$ cat src/verilog/irq_unit_regs.svh
// Bit positions, vector addresses and reset values of the interrupt controller.
// Assumes inclusion by bare name from design files.
`ifndef IRQ_UNIT_REGS_SVH
`define IRQ_UNIT_REGS_SVH

// ================================
// Low control byte fields
`define LO_GLOBAL_EN_BIT   0
`define LO_EXT_EN_BIT      1
`define LO_T0_EN_BIT       2
`define LO_T1_EN_BIT       3
`define LO_EXT_FLAG_BIT    4
`define LO_T0_FLAG_BIT     5
`define LO_T1_FLAG_BIT     6

// ================================
// High control byte fields
`define HI_T2_EN_BIT       0
`define HI_RC_EN_BIT       1
`define HI_DEC_EN_BIT      2
`define HI_CH0_FLAG_BIT    3
`define HI_T2_FLAG_BIT     4
`define HI_RC_FLAG_BIT     5
`define HI_DEC_FLAG_BIT    6
`define HI_CH1_FLAG_BIT    7

// ================================
// Vectors and reset values
`define VEC_RESET          8'h00
`define VEC_EXT            8'h04
`define VEC_T0             8'h08
`define VEC_T1             8'h0C
`define VEC_T2             8'h10
`define VEC_RC             8'h14
`define VEC_DEC            8'h18
`define LO_RESET_VAL       8'h00
`define HI_RESET_VAL       8'h88
`define UART_OPT_BIT       7
`define SRC_COUNT          6

`endif

$ cat src/verilog/irq_unit_pkg.sv
// Types shared by the interrupt controller files.
// Assumes the register header is compiled alongside.
package irq_unit_pkg;
    typedef enum logic [2:0] {
        SRC_EXT,
        SRC_T0,
        SRC_T1,
        SRC_T2,
        SRC_RC,
        SRC_DEC,
        SRC_NONE
    } source_type;
endpackage

$ cat src/verilog/irq_priority_pick.sv
// Fixed priority picker over the six maskable sources.
// Assumes bit 0 is the highest priority source.
`timescale 1ns/1ps
`default_nettype none
module irq_priority_pick #(
    parameter int N = 6
) (
    // Requests
    input  wire logic [N-1:0] pending,
    // Winner
    output logic              anyHit,
    output logic [2:0]        winner
);
    // ================================
    // Lowest index wins
    always_comb begin
        anyHit = 1'b0;
        winner = 3'(N);
        for (int i = N - 1; i >= 0; i--) begin
            if (pending[i]) begin
                anyHit = 1'b1;
                winner = 3'(i);
            end
        end
    end
endmodule
`default_nettype wire

$ cat src/verilog/mcu_vectored_interrupt_unit.sv
// Vectored interrupt controller: flags, enables, priority, vector call.
// Assumes a sequencer that takes irqAck with irqVector and pushes the PC.
// Function
// - Taking any interrupt clears global enable
// - Flags latch even with global enable clear
// - No acknowledge while return stack is full
// - Requests serviced at next phase edge
// - Fixed priority, external highest after reset
// - External flag on falling pin edge
// - Pin acts only if enabled and input
// - External service: vector 04H, clear flags
// - Timer enables at documented bit positions
// - Timer overflows set their flags
// - Timer vectors 08H, 0CH, 10H when enabled
// - Timer entry clears its flag, global enable
// - UART option shares timer two resources
// - UART conditions gated by setup bits
// - Converter flag set by timer overflow
// - Converter service vector 14H, clears flags
// - Decoder channel flags and summary flag
// - Decoder service vector 18H, clears flags
// - Flags stay set until served/cleared
// - Any source event wakes from power down, the pin only if enabled and input
// - Acknowledge pushes PC, loads vector
// - Global enable clear masks all sources
`timescale 1ns/1ps
`default_nettype none
`include "irq_unit_regs.svh"
module mcu_vectored_interrupt_unit #(
    parameter int UART_SRC = 4
) (
    // Clock and reset
    input  wire logic                clk,
    input  wire logic                rst,
    // Sequencer timing and stack
    input  wire logic                phaseTwo,
    input  wire logic                stackFull,
    input  wire logic                powerDown,
    // Software write of control bytes
    input  wire logic                loWrite,
    input  wire logic                hiWrite,
    input  wire logic [7:0]          writeData,
    // Configuration option bits
    input  wire logic [7:0]          optionBits,
    // Port pin shared with external request
    input  wire logic                port_a_bit_five,
    input  wire logic                port_a_dir_bit_five,
    // Peripheral events, one-cycle pulses, and the UART setup mask
    input  wire logic                timer0Overflow,
    input  wire logic                timer1Overflow,
    input  wire logic                timer2Overflow,
    input  wire logic [UART_SRC-1:0] uartConditions,
    input  wire logic [UART_SRC-1:0] serial_setup_reg,
    input  wire logic                rcTimerAOverflow,
    input  wire logic                rcTimerBOverflow,
    input  wire logic                decoder_chan0_buffer,
    input  wire logic                decoder_chan1_buffer,
    // Control byte readback
    output logic [7:0]               loCtrl,
    output logic [7:0]               hiCtrl,
    // Sequencer call
    output logic                     irqAck,
    output logic [7:0]               irqVector,
    output logic                     wakeUp
);
    // ================================
    // State
    localparam logic [7:0] LO_RESET = `LO_RESET_VAL;
    localparam logic [7:0] HI_RESET = `HI_RESET_VAL;
    logic       globalEn_q;
    logic       extEn_q;
    logic       t0En_q;
    logic       t1En_q;
    logic       t2En_q;
    logic       rcEn_q;
    logic       decEn_q;
    logic       extFlag_q;
    logic       t0Flag_q;
    logic       t1Flag_q;
    logic       t2Flag_q;
    logic       rcFlag_q;
    logic       decFlag_q;
    logic       ch0Flag_q;
    logic       ch1Flag_q;
    logic [7:0] irqVector_q;
    logic       pinSync1_q;
    logic       pinSync2_q;
    logic       pinPrev_q;
    logic [5:0] pending;
    logic       anyHit;
    logic [2:0] winner;
    logic       takeIrq;
    logic       extFall;
    logic       uartReq;
    logic       t2Event;
    logic       rcEvent;
    logic [5:0] served;
    irq_unit_pkg::source_type winSrc;

    // ================================
    // Pin synchroniser
    always_ff @(posedge clk) begin
        if (rst) begin
            pinSync1_q <= 1'b1;
            pinSync2_q <= 1'b1;
            pinPrev_q  <= 1'b1;
        end else begin
            pinSync1_q <= port_a_bit_five;
            pinSync2_q <= pinSync1_q;
            pinPrev_q  <= pinSync2_q;
        end
    end

    // Pin used only when enabled and input
    assign extFall = pinPrev_q & ~pinSync2_q & port_a_dir_bit_five
                     & extEn_q;

    // UART conditions gated per setup bit
    // UART shares timer two flag under option
    assign uartReq = optionBits[`UART_OPT_BIT] & |(uartConditions & serial_setup_reg);
    // Timer two overflow or shared UART
    assign t2Event = timer2Overflow | uartReq;
    assign rcEvent = rcTimerAOverflow | rcTimerBOverflow;

    // ================================
    // Arbitration
    // Enabled pending sources
    // Timer two enable also gates UART
    assign pending = {6{globalEn_q}} & {
        decFlag_q & decEn_q,
        rcFlag_q  & rcEn_q,
        t2Flag_q  & t2En_q,
        t1Flag_q  & t1En_q,
        t0Flag_q  & t0En_q,
        extFlag_q & extEn_q
    };

    irq_priority_pick #(
        .N (`SRC_COUNT)
    ) u_pick (
        .pending (pending),
        .anyHit  (anyHit),
        .winner  (winner)
    );

    assign winSrc = irq_unit_pkg::source_type'(winner);

    // One clear strobe per source, in enum order
    for (genvar g = 0; g < `SRC_COUNT; g++) begin : g_served
        assign served[g] = takeIrq & (winner == 3'(g));
    end

    // Taken only on the phase edge
    assign takeIrq = phaseTwo & anyHit & ~stackFull;
    assign irqAck  = takeIrq;

    // Vector per source, used for the vector output and its held register
    function automatic logic [7:0] vectorOf(input irq_unit_pkg::source_type s);
        logic [7:0] v;
        v = `VEC_RESET;
        unique case (s)
            irq_unit_pkg::SRC_EXT:  v = `VEC_EXT;
            irq_unit_pkg::SRC_T0:   v = `VEC_T0;
            irq_unit_pkg::SRC_T1:   v = `VEC_T1;
            irq_unit_pkg::SRC_T2:   v = `VEC_T2;
            irq_unit_pkg::SRC_RC:   v = `VEC_RC;
            irq_unit_pkg::SRC_DEC:  v = `VEC_DEC;
            irq_unit_pkg::SRC_NONE: v = `VEC_RESET;
            default:                v = `VEC_RESET;
        endcase
        return v;
    endfunction

    // Vector held for the sequencer to load
    always_ff @(posedge clk) begin
        if (rst) begin
            irqVector_q <= `VEC_RESET;
        end else if (takeIrq) begin
            irqVector_q <= vectorOf(winSrc);
        end
    end

    // Vector is valid with the ack in the same cycle
    assign irqVector = takeIrq ? vectorOf(winSrc) : irqVector_q;

    // ================================
    // Global enable
    // Entry clears it, winning over a write
    // Software sets it again to allow nesting
    always_ff @(posedge clk) begin
        if (rst) begin
            globalEn_q <= LO_RESET[`LO_GLOBAL_EN_BIT];
        end else if (takeIrq) begin
            globalEn_q <= 1'b0;
        end else if (loWrite) begin
            globalEn_q <= writeData[`LO_GLOBAL_EN_BIT];
        end
    end

    always_ff @(posedge clk) begin
        if (rst) begin
            extEn_q <= LO_RESET[`LO_EXT_EN_BIT];
            t0En_q  <= LO_RESET[`LO_T0_EN_BIT];
            t1En_q  <= LO_RESET[`LO_T1_EN_BIT];
        end else if (loWrite) begin
            extEn_q <= writeData[`LO_EXT_EN_BIT];
            t0En_q  <= writeData[`LO_T0_EN_BIT];
            t1En_q  <= writeData[`LO_T1_EN_BIT];
        end
    end

    always_ff @(posedge clk) begin
        if (rst) begin
            t2En_q  <= HI_RESET[`HI_T2_EN_BIT];
            rcEn_q  <= HI_RESET[`HI_RC_EN_BIT];
            decEn_q <= HI_RESET[`HI_DEC_EN_BIT];
        end else if (hiWrite) begin
            t2En_q  <= writeData[`HI_T2_EN_BIT];
            rcEn_q  <= writeData[`HI_RC_EN_BIT];
            decEn_q <= writeData[`HI_DEC_EN_BIT];
        end
    end

    // ================================
    // Request flags: event set beats entry clear beats write
    // Flags latch whatever the enables, except the external flag, which needs its enable
    // External flag, cleared on its entry
    always_ff @(posedge clk) begin
        if (rst) begin
            extFlag_q <= LO_RESET[`LO_EXT_FLAG_BIT];
        end else if (extFall) begin
            extFlag_q <= 1'b1;
        end else if (served[irq_unit_pkg::SRC_EXT]) begin
            extFlag_q <= 1'b0;
        end else if (loWrite) begin
            extFlag_q <= writeData[`LO_EXT_FLAG_BIT];
        end
    end
    always_ff @(posedge clk) begin
        if (rst) begin
            t0Flag_q <= LO_RESET[`LO_T0_FLAG_BIT];
        end else if (timer0Overflow) begin
            t0Flag_q <= 1'b1;
        end else if (served[irq_unit_pkg::SRC_T0]) begin
            t0Flag_q <= 1'b0;
        end else if (loWrite) begin
            t0Flag_q <= writeData[`LO_T0_FLAG_BIT];
        end
    end
    always_ff @(posedge clk) begin
        if (rst) begin
            t1Flag_q <= LO_RESET[`LO_T1_FLAG_BIT];
        end else if (timer1Overflow) begin
            t1Flag_q <= 1'b1;
        end else if (served[irq_unit_pkg::SRC_T1]) begin
            t1Flag_q <= 1'b0;
        end else if (loWrite) begin
            t1Flag_q <= writeData[`LO_T1_FLAG_BIT];
        end
    end
    // Timer 2 flag, shared with UART
    always_ff @(posedge clk) begin
        if (rst) begin
            t2Flag_q <= HI_RESET[`HI_T2_FLAG_BIT];
        end else if (t2Event) begin
            t2Flag_q <= 1'b1;
        end else if (served[irq_unit_pkg::SRC_T2]) begin
            t2Flag_q <= 1'b0;
        end else if (hiWrite) begin
            t2Flag_q <= writeData[`HI_T2_FLAG_BIT];
        end
    end
    always_ff @(posedge clk) begin
        if (rst) begin
            rcFlag_q <= HI_RESET[`HI_RC_FLAG_BIT];
        end else if (rcEvent) begin
            rcFlag_q <= 1'b1;
        end else if (served[irq_unit_pkg::SRC_RC]) begin
            rcFlag_q <= 1'b0;
        end else if (hiWrite) begin
            rcFlag_q <= writeData[`HI_RC_FLAG_BIT];
        end
    end
    // Decoder summary, set at once by either channel
    always_ff @(posedge clk) begin
        if (rst) begin
            decFlag_q <= HI_RESET[`HI_DEC_FLAG_BIT];
        end else if (decoder_chan0_buffer | decoder_chan1_buffer) begin
            decFlag_q <= 1'b1;
        end else if (served[irq_unit_pkg::SRC_DEC]) begin
            decFlag_q <= 1'b0;
        end else if (hiWrite) begin
            decFlag_q <= writeData[`HI_DEC_FLAG_BIT];
        end
    end
    always_ff @(posedge clk) begin
        if (rst) begin
            ch0Flag_q <= HI_RESET[`HI_CH0_FLAG_BIT];
        end else if (decoder_chan0_buffer) begin
            ch0Flag_q <= 1'b1;
        end else if (served[irq_unit_pkg::SRC_DEC]) begin
            ch0Flag_q <= 1'b0;
        end else if (hiWrite) begin
            ch0Flag_q <= writeData[`HI_CH0_FLAG_BIT];
        end
    end
    always_ff @(posedge clk) begin
        if (rst) begin
            ch1Flag_q <= HI_RESET[`HI_CH1_FLAG_BIT];
        end else if (decoder_chan1_buffer) begin
            ch1Flag_q <= 1'b1;
        end else if (served[irq_unit_pkg::SRC_DEC]) begin
            ch1Flag_q <= 1'b0;
        end else if (hiWrite) begin
            ch1Flag_q <= writeData[`HI_CH1_FLAG_BIT];
        end
    end

    // ================================
    // Readback, top bit of the low byte reads zero
    always_comb begin
        loCtrl                    = '0;
        loCtrl[`LO_GLOBAL_EN_BIT] = globalEn_q;
        loCtrl[`LO_EXT_EN_BIT]    = extEn_q;
        loCtrl[`LO_T0_EN_BIT]     = t0En_q;
        loCtrl[`LO_T1_EN_BIT]     = t1En_q;
        loCtrl[`LO_EXT_FLAG_BIT]  = extFlag_q;
        loCtrl[`LO_T0_FLAG_BIT]   = t0Flag_q;
        loCtrl[`LO_T1_FLAG_BIT]   = t1Flag_q;
        hiCtrl                    = '0;
        hiCtrl[`HI_T2_EN_BIT]     = t2En_q;
        hiCtrl[`HI_RC_EN_BIT]     = rcEn_q;
        hiCtrl[`HI_DEC_EN_BIT]    = decEn_q;
        hiCtrl[`HI_CH0_FLAG_BIT]  = ch0Flag_q;
        hiCtrl[`HI_T2_FLAG_BIT]   = t2Flag_q;
        hiCtrl[`HI_RC_FLAG_BIT]   = rcFlag_q;
        hiCtrl[`HI_DEC_FLAG_BIT]  = decFlag_q;
        hiCtrl[`HI_CH1_FLAG_BIT]  = ch1Flag_q;
    end

    // ================================
    // Wake-up
    // Any source event wakes the core, enables ignored except for the pin, which needs its enable and direction
    assign wakeUp = powerDown & (extFall | timer0Overflow | timer1Overflow | t2Event
                    | rcEvent | decoder_chan0_buffer | decoder_chan1_buffer);
endmodule
`default_nettype wire
$ cat config.mk
export PLATFORM = sky130hd
export DESIGN_NAME = mcu_vectored_interrupt_unit
export DESIGN_NICKNAME = d
export VERILOG_FILES = /design/src/verilog/irq_unit_pkg.sv /design/src/verilog/irq_priority_pick.sv /design/src/verilog/mcu_vectored_interrupt_unit.sv
export VERILOG_INCLUDE_DIRS = /design/src /design/src/verilog
export SDC_FILE = /design/constraint.sdc
export NUM_CORES = 1
export LEC_CHECK = 0
export BUFFER_PORTS_ARGS = -buffer_cell sky130_fd_sc_hd__clkbuf_2
export CAP_MARGIN = 20
export CORE_MARGIN = 1.5
export CORE_UTILIZATION = 41
export CTS_CLUSTER_DIAMETER = 80
export DETAILED_ROUTE_END_ITERATION = 12
export PLACE_DENSITY_LB_ADDON = 0.15
export SYNTH_ARGS = -nofsm -noshare
export SYNTH_HDL_FRONTEND = slang
export SYNTH_SLANG_ARGS = --single-unit
$ cat constraint.sdc
create_clock -name clk -period 1.9 [get_ports clk]
set_clock_uncertainty 0.15 [all_clocks]
set_input_delay 0.57 -clock clk [delete_from_list [all_inputs] [get_ports clk]]
set_output_delay 0.57 -clock clk [all_outputs]
set_load 0.005 [all_outputs]
# After elaboration in Yosys (flattened, before gate mapping)

Index checks and enable logic that the tools add are counted.
W data, S select, Z words.

Register bits: 26
Output and inout bits: 26

Equal/unequal tests: 5
Mux-type cells: 36
Bitwise gates (word level): 32
Reductions and logical operators: 12

Operator list:

| cell                 | count |
|---|---|
| $pmux W5 S6          | 1 |
| $mux W1              | 28 |
| $and A1 B1 Y1        | 19 |
| $reduce_bool A3 Y1   | 6 |
| $mux W3              | 4 |
| $or A1 B1 Y1         | 9 |
| $mux W8              | 1 |
| $and A6 B6 Y6        | 1 |
| $eq A3 B2 Y1 const B | 2 |
| $eq A3 B3 Y1 const B | 2 |
| $reduce_or A2 Y1     | 3 |
| $and A4 B4 Y4        | 1 |
| $mux W2              | 2 |
| $reduce_or A4 Y1     | 1 |
| $eq A3 B1 Y1 const B | 1 |
| $logic_not A3 Y1     | 1 |
| $not A1 Y1           | 2 |
| $reduce_bool A2 Y1   | 1 |

# Longest topological paths before layout

Gate-level depths: netlist (run 1).

Depth after elaboration: 13
Gate-level depth with buffers: 5
Mapped depth without buffers: 5

# Hierarchy

A second synthesis (run 1) with hierarchy kept.

Cell total of the unflattened synthesis: 144
Area total of the unflattened synthesis: 1347.5 um^2

Modules (own cells, without submodules):

| module                      | times used | cells an instance | area each (um^2) | seq. area each (um^2) |
|---|---|---|---|---|
| mcu_vectored_interrupt_unit | 1          | 135               | 1292.5           | 520.5 |
| irq_priority_pick           | 1          | 9                 | 55.1             | 0.0 |

# Least setup slack after synthesis (run 1)

Ideal clock, no wire load.

Kind: input to output
Start: input port stackFull
End: output port irqVector[3]
Data arrival time: 1.336 ns
Required time: 1.180 ns
Path slack: -0.156 ns
Stages: 5
Buffers on the path: 0
Cells stage by stage: nand3b_1 -> a41oi_2 -> inv_1 -> a311oi_2 -> nor2_1

Word-level cells in the longest chain between the ends: 3

Ends and longest elaborated chain:

| what               | RTL line                           | source |
|---|---|---|
| start: declaration | mcu_vectored_interrupt_unit.sv:37  | `input wire logic stackFull,` |
| $not A1 Y1         | mcu_vectored_interrupt_unit.sv:154 | `assign takeIrq = phaseTwo & anyHit & ~stackFull;` |
| $and A1 B1 Y1      | mcu_vectored_interrupt_unit.sv:154 |  |
| $mux W8            | n/a                                |  |
| end: declaration   | mcu_vectored_interrupt_unit.sv:63  | `output logic [7:0] irqVector,` |

Every way passes these cells.

# Worst setup path after layout (run 1)

Start: register t0En_q
End: output port irqVector[3]

Word-level cells in the longest chain between the ends: 7

Ends and longest elaborated chain:

| what                                                   | RTL line                                                               | source |
|---|---|---|
| start: declaration                                     | mcu_vectored_interrupt_unit.sv:72                                      | `logic t0En_q;` |
| start signal: assignment                               | mcu_vectored_interrupt_unit.sv:203                                     | `` t0En_q <= LO_RESET[`LO_T0_EN_BIT]; `` |
| start signal: assignment                               | mcu_vectored_interrupt_unit.sv:207                                     | `` t0En_q <= writeData[`LO_T0_EN_BIT]; `` |
| $and A1 B1 Y1 *                                        | mcu_vectored_interrupt_unit.sv:134                                     | `t0Flag_q & t0En_q,` |
| $and A6 B6 Y6 *                                        | mcu_vectored_interrupt_unit.sv:129                                     | `assign pending = {6{globalEn_q}} & {` |
| $mux W3 / $mux W1 (equally long branches) (2 in a row) | irq_priority_pick.sv:20                                                | `if (pending[i]) begin` |
| $eq A3 B3 Y1 (tied with other cells)                   | mcu_vectored_interrupt_unit.sv:161                                     | `unique case (s)` |
| $pmux W5 S6 / $and A1 B1 Y1 (equally long branches)    | mcu_vectored_interrupt_unit.sv:161, mcu_vectored_interrupt_unit.sv:154 |  |
| $mux W8 *                                              | n/a                                                                    |  |

Every way passes the cells marked *; elsewhere a longest branch is shown, timed or not.

==> results.yml, run 1 <==
worst_setup_path:
  r2r-start: "t2En_q"
  worstPathMaxFanout: 4
  endpoint: "irqVector[3]"
  arrival_ps: 1840
  critPathCaptureType: "output pin"
  crit_path_start: "t0En_q"
  r2r_slack_ps: 100
  startpoint_type: "register"
  crit_required_ps: 1180
  r2r-end: "irqVector_q[3]"
  reg2regPathDepth: 6
  criticalPathCategory: "register to output pin"
clock_tree:
  cts_tree: "yes"
  htree_levels: 1
  clockRootBuffer: "clkbuf_4"
  clk_pin_slew_ps: 140
  clkLatencyLatePin_ps: 320
  clock-sinks: 26
  clk_path_buf_depth: 2
  postCtsHoldBufs: 0
  numCtsBuffers: 3
detailed_routing:
  met1_length_um: 1458
  routed-wl-met2_um: 1720
  wl_per_cell_um: 13.15
  finalWirelength_um: 3498
  ant_nets: 0
  via_per_inst: 4.959
  drc: 0
  highest_layer: "met4"
  wl_met3_um: 244
  drtIter0Drc: 32
  dr.pass1.iters: 4
  vias: 1319
logic_synthesis:
  yosysSeqAreaShare: 0.3925
  synth_edf_count: 0
  syn_nets: 188
  synthTopCellsByArea: "dfxtp_1 39%, buf_4 9.6%, mux2i_1 6.8%"
  yosys.area.top_type: "dfxtp_1"
  synth-seq-cells: 26
  yosysUniqueCellTypes: 36
  ys.flop_type: "dfxtp_1"
  syn_inst: 148
  postSynth.asyncResetShare: 0
  synth_top_area_frac: 0.3925
  synthesis.area_um2: 1326
  yosys_warnings: 0
  synth_area_per_cell_um2: 8.961
power:
  power_mw: 1.091
  p_sw_frac: 0.2563
  seqPwrFrac: 0.541
  clockPowerShare: 0.256
  switchingPower_mw: 0.2797
  ir_drop_uv: 406.3
  combPwrFrac: 0.203
  p_int_mw: 0.8116
  powerDensity_nw_per_um2: 569.3
  p_leak_nw: 0.9189
finish:
  layout_commonest_cell: "clkbuf_2"
  layout_common_cells: "52 x clkbuf_2, 30 x buf_4, 20 x dfxtp_1, 16 x nor2_1, 9 x mux2i_1"
  fillers: 279
  num_antenna_cells: 0
  final_net_count: 263
  final_cells: 266
  post-route-util: 0.6279
  syn_to_final_growth_pct: 44.53
  top_register: "irqVector_q"
  drive_above_1_share: 0.5495
  finish.instance_area_um2: 1917
  largest_reg_flops: 8
floorplan:
  coreArea_um2: 3053
  start_util: 0.4344
  die-area_um2: 3585
  rows: 20
  fp.dieW_um: 59.88
  dieHeight_um: 59.88
  ios: 66
placed_design:
  dpl.hpwl_um: 2607
  placement.io_buffers: 57
  post_dp_cell_area_um2: 1740
  preCtsSetupSlack_ps: -373.4
  dp.cells: 257
  gp_congestion: 0.8771
sta:
  maxSlewViolCount: 0
  min_period_over_period: 1.346
  rsz0062_at_grt: "true"
  fmax_ghz: 0.3909
  setup_slack_ps: -658.1
  final_hold_viol_count: 0
  finalSetupViolations: 10
  finalWorstPathRequiredPeriod_ps: 2558
grt:
  grt_pass1_wl_um: 5299
  track_usage: 0.1982
  grt_antenna_before_repair: 0
  grt_overflow_total: 0
  grt_pass1_vias: 1186
  grt_max_degree: 15
outcome:
  outcome: "finished, violations left"
  violations: "setup timing"
worst_hold_path:
  hp-class: "input pin to register"
  whs_path_depth: 2
run:
  drv_cap: 0
## per-stage QoR
step                      setup TNS [ps]  hold WS (ps)
final                              -4888         277.0
after global routing               -5661         270.0
after CTS                          -4745         275.5
after detailed placement           -2604         252.0
after global placement             -2482         251.3
after floorplan                   -498.9         239.5
## critical path: stages (launching register included)
cell,delay (ps)
dfxtp_4,390
buf_6,110
a22oi_2,160
a21boi_4,240
a211oi_1,100
a311oi_4,330
nor2_1,70
clkbuf_2,110
## cell type report
class / instances / area, um2 / area share
repair buffers: 91 / 555.5 / 0.2898
flip-flops and latches: 26 / 535.5 / 0.2794
well taps: 44 / 55.05 / 0.02872
inverters: 4 / 15.01 / 0.007833
clock buffers: 4 / 36.28 / 0.01893
multi-input cells: 97 / 719.4 / 0.3753
## Yosys cell counts, drive strengths merged, types with 3 or more instances
master,n
o21ai,4
a21oi,8
o221ai,5
nor2,18
inv,4
nand2,6
nor2b,7
clkbuf,3
or2,4
and2,7
buf,18
dfxtp,26
nand2b,5
mux2i,9
a22oi,5
## how the worst min path moves through the flow
stage	startpoint	to	slack (ps)
after floorplan	pinSync1_q	pinSync2_q	240
after global placement	pinSync1_q	pinSync2_q	250
after detailed placement	pinSync1_q	pinSync2_q	250
after CTS	port_a_bit_five	pinSync1_q	280
after global routing	port_a_bit_five	pinSync1_q	270
final	port_a_bit_five	pinSync1_q	280
## kinds of logic (layout without fill, tap and decap cells)
kind of cell | count (synthesis) | in the layout | share of synthesized area
simple gates | 56 | 56 | 0.2274
compound gates | 30 | 30 | 0.1811
flops | 26 | 26 | 0.3925
buf+inv | 25 | 99 | 0.1198
mux | 10 | 10 | 0.07642
other cells | 1 | 1 | 0.002827
## what timing repair did
action                     in CTS  in global routing
gates resized for setup        22                 12
pin swaps                       8                  0
setup endpoints to repair      10                 10
gates cloned                    1                  0
buffers inserted                3                  1
## power groups by stage
stage                     sequential [mW]  combinational (mW)  clock (mW)
after floorplan                     0.598               0.112           0
after global placement              0.600               0.199           0
after detailed placement            0.601               0.203           0
after CTS                           0.592               0.220       0.286
after global routing                0.595               0.241       0.305
final                               0.591               0.221       0.279
## routing by layer
layer	global-route usage	vias to the layer above
met1	0.2463	603
met4	0.08571	0
met5	0	-
met3	0.03247	8
met2	0.3354	61
li1	-	647
Power figures use the tool's default switching activity.
==> run 2: changes to the inputs <==
PLACE_DENSITY = 0.84   (was default)
PLACE_DENSITY_LB_ADDON = default   (was 0.15)
==> run 2 against run 1 <==
  * Worst setup slack better by 110 ps
  * Utilization is 1.9 points higher
  * Flip-flop and latch count did not move
  * Hold slack got worse by 25 ps
  * The flow still finishes with violations (setup timing)
  * Sequential power hardly changed
  * Sequential share of layout area down 0.81 points
  * Critical path type unchanged
  * Via count decreased by 0.91%
  * Register-to-register slack worse by 30 ps
  * Maximum frequency is 4.7% higher
  * Die area did not move
  * Combinational power up 4%
==> results.yml, run 2 (synthesis results as in run 1) <==
floorplan:
  dieHeight_um: 59.88
  die-area_um2: 3585
  ios: 66
  fp.dieW_um: 59.88
  start_util: 0.4344
  coreArea_um2: 3053
  rows: 20
finish:
  layout_common_cells: "49 x clkbuf_2, 33 x buf_4, 18 x dfxtp_1, 16 x nor2_1, 9 x mux2i_1"
  finish.instance_area_um2: 1974
  layout_commonest_cell: "clkbuf_2"
  largest_reg_flops: 8
  syn_to_final_growth_pct: 48.87
  drive_above_1_share: 0.5771
  final_net_count: 268
  top_register: "irqVector_q"
  num_antenna_cells: 0
  final_cells: 271
  post-route-util: 0.6467
power:
  p_sw_frac: 0.2443
  switchingPower_mw: 0.2956
  p_int_mw: 0.9142
  power_mw: 1.210
  ir_drop_uv: 503.1
  powerDensity_nw_per_um2: 612.7
  clockPowerShare: 0.321
  seqPwrFrac: 0.488
  p_leak_nw: 0.9530
  combPwrFrac: 0.191
grt:
  grt_pass1_wl_um: 5747
  track_usage: 0.2104
  grt_max_degree: 23
  grt_overflow_total: 0
  grt_pass1_vias: 1261
  grt_antenna_before_repair: 0
detailed_routing:
  vias: 1307
  drtIter0Drc: 39
  finalWirelength_um: 3498
  drc: 0
  via_per_inst: 4.823
  wl_per_cell_um: 12.91
  dr.pass1.iters: 4
  ant_nets: 0
clock_tree:
  numCtsBuffers: 3
  postCtsHoldBufs: 0
  clk_pin_slew_ps: 150
  clk_path_buf_depth: 2
  clock-sinks: 26
  htree_levels: 1
  clockRootBuffer: "clkbuf_4"
  clkLatencyLatePin_ps: 330
  cts_tree: "yes"
worst_setup_path:
  startpoint_type: "register"
  criticalPathCategory: "register to output pin"
  path_delay_family: "simple AND/OR/NAND/NOR gates"
  worstPathMaxFanout: 4
  crit_required_ps: 1180
  crit_buf_inv: 1
  path_cells: "and2_4 > o211ai_1 > or2_4 > a311oi_2 > nor2_1 > clkbuf_2"
  arrival_ps: 1720
  critPathCaptureType: "output pin"
  slowest_stage: "dfxtp_2"
  slowest_delay_ps: 390
sta:
  finalWorstPathRequiredPeriod_ps: 2444
  maxSlewViolCount: 0
  final_hold_viol_count: 0
  fmax_ghz: 0.4092
  rsz0062_at_grt: "true"
  finalSetupViolations: 10
  finalHoldWorstSlack_ps: 252.0
  setup_slack_ps: -543.8
  min_period_over_period: 1.286
  fin_setup_tns_ps: -4495
placed_design:
  dpl.hpwl_um: 2540
  gp_congestion: 0.8324
  placement.io_buffers: 57
  preCtsSetupSlack_ps: -351.4
  post_dp_cell_area_um2: 1733
  dp.cells: 256
outcome:
  outcome: "finished, violations left"
  violations: "setup timing"
run:
  drv_cap: 0
worst_hold_path:
  hp-class: "input pin to register"
run 2: cell count changes in the layout (fill, tap and decap cells not counted), moves of 2 or more:
cell,change
o221ai_1,-3
nand2_1,+2
buf_4,+3
o221ai_2,+3
buf_6,+2
buf_2,+3
nand2_2,-2
dfxtp_1,-2
dfxtp_2,+3
clkbuf_2,-3
run 2: power by group through the flow:
stage | clock network, mW | registers [mW] | logic [mW]
global route | 0.414 | 0.594 | 0.254
global placement | 0 | 0.599 | 0.194
CTS | 0.394 | 0.591 | 0.222
floorplan | 0 | 0.598 | 0.112
finish | 0.389 | 0.590 | 0.230
detailed placement | 0 | 0.601 | 0.199
run 2: worst reg2reg max path, delay by kind of cell, from the launching register on:
kind / cells / cell delay (ps)
AO/OA/AOI/OAI: 3 / 550
flip-flops: 1 / 370
buffers and inverters: 3 / 460
AND/OR/NAND/NOR: 2 / 200
run 2: worst paths after layout:
kind | depth (start not counted) | end | startpoint | slack (ps)
setup reg to reg | 8 | t1Flag_q | t0Flag_q | 70
setup / recovery | 6 | irqVector[3] | t0Flag_q | -540
hold / removal | 2 | pinSync1_q | port_a_bit_five | 250
hold reg to reg | 1 | pinSync2_q | pinSync1_q | 280
run 2: final cells by class:
| cell class | instances | area [um2] |
|---|---|---|
| fill | 277 | 1079 |
| multi-input combinational | 97 | 715.7 |
| timing repair buffer | 96 | 600.6 |
| sequential | 26 | 535.5 |
| tap | 44 | 55.05 |
| clock inverter | 1 | 30.03 |
| clock buffer | 3 | 22.52 |
| inverter | 4 | 15.01 |
run 2: layer usage:
metal  share of wire  track usage  wire length [um]  vias up
met2            0.53       0.3882              1866       43
met1            0.40       0.2543              1413      601
met5               0            0                 0        -
met3           0.052      0.04545               182        5
met4           0.010      0.02540                36        0
li1                -            -                 -      658
run 2: what timing repair did:
| item | CTS | global route |
|---|---|---|
| gates resized for setup | 25 | 16 |
| pin swaps | 12 | 3 |
| buffers inserted | 10 | 1 |
| setup endpoints to repair | 10 | 11 |
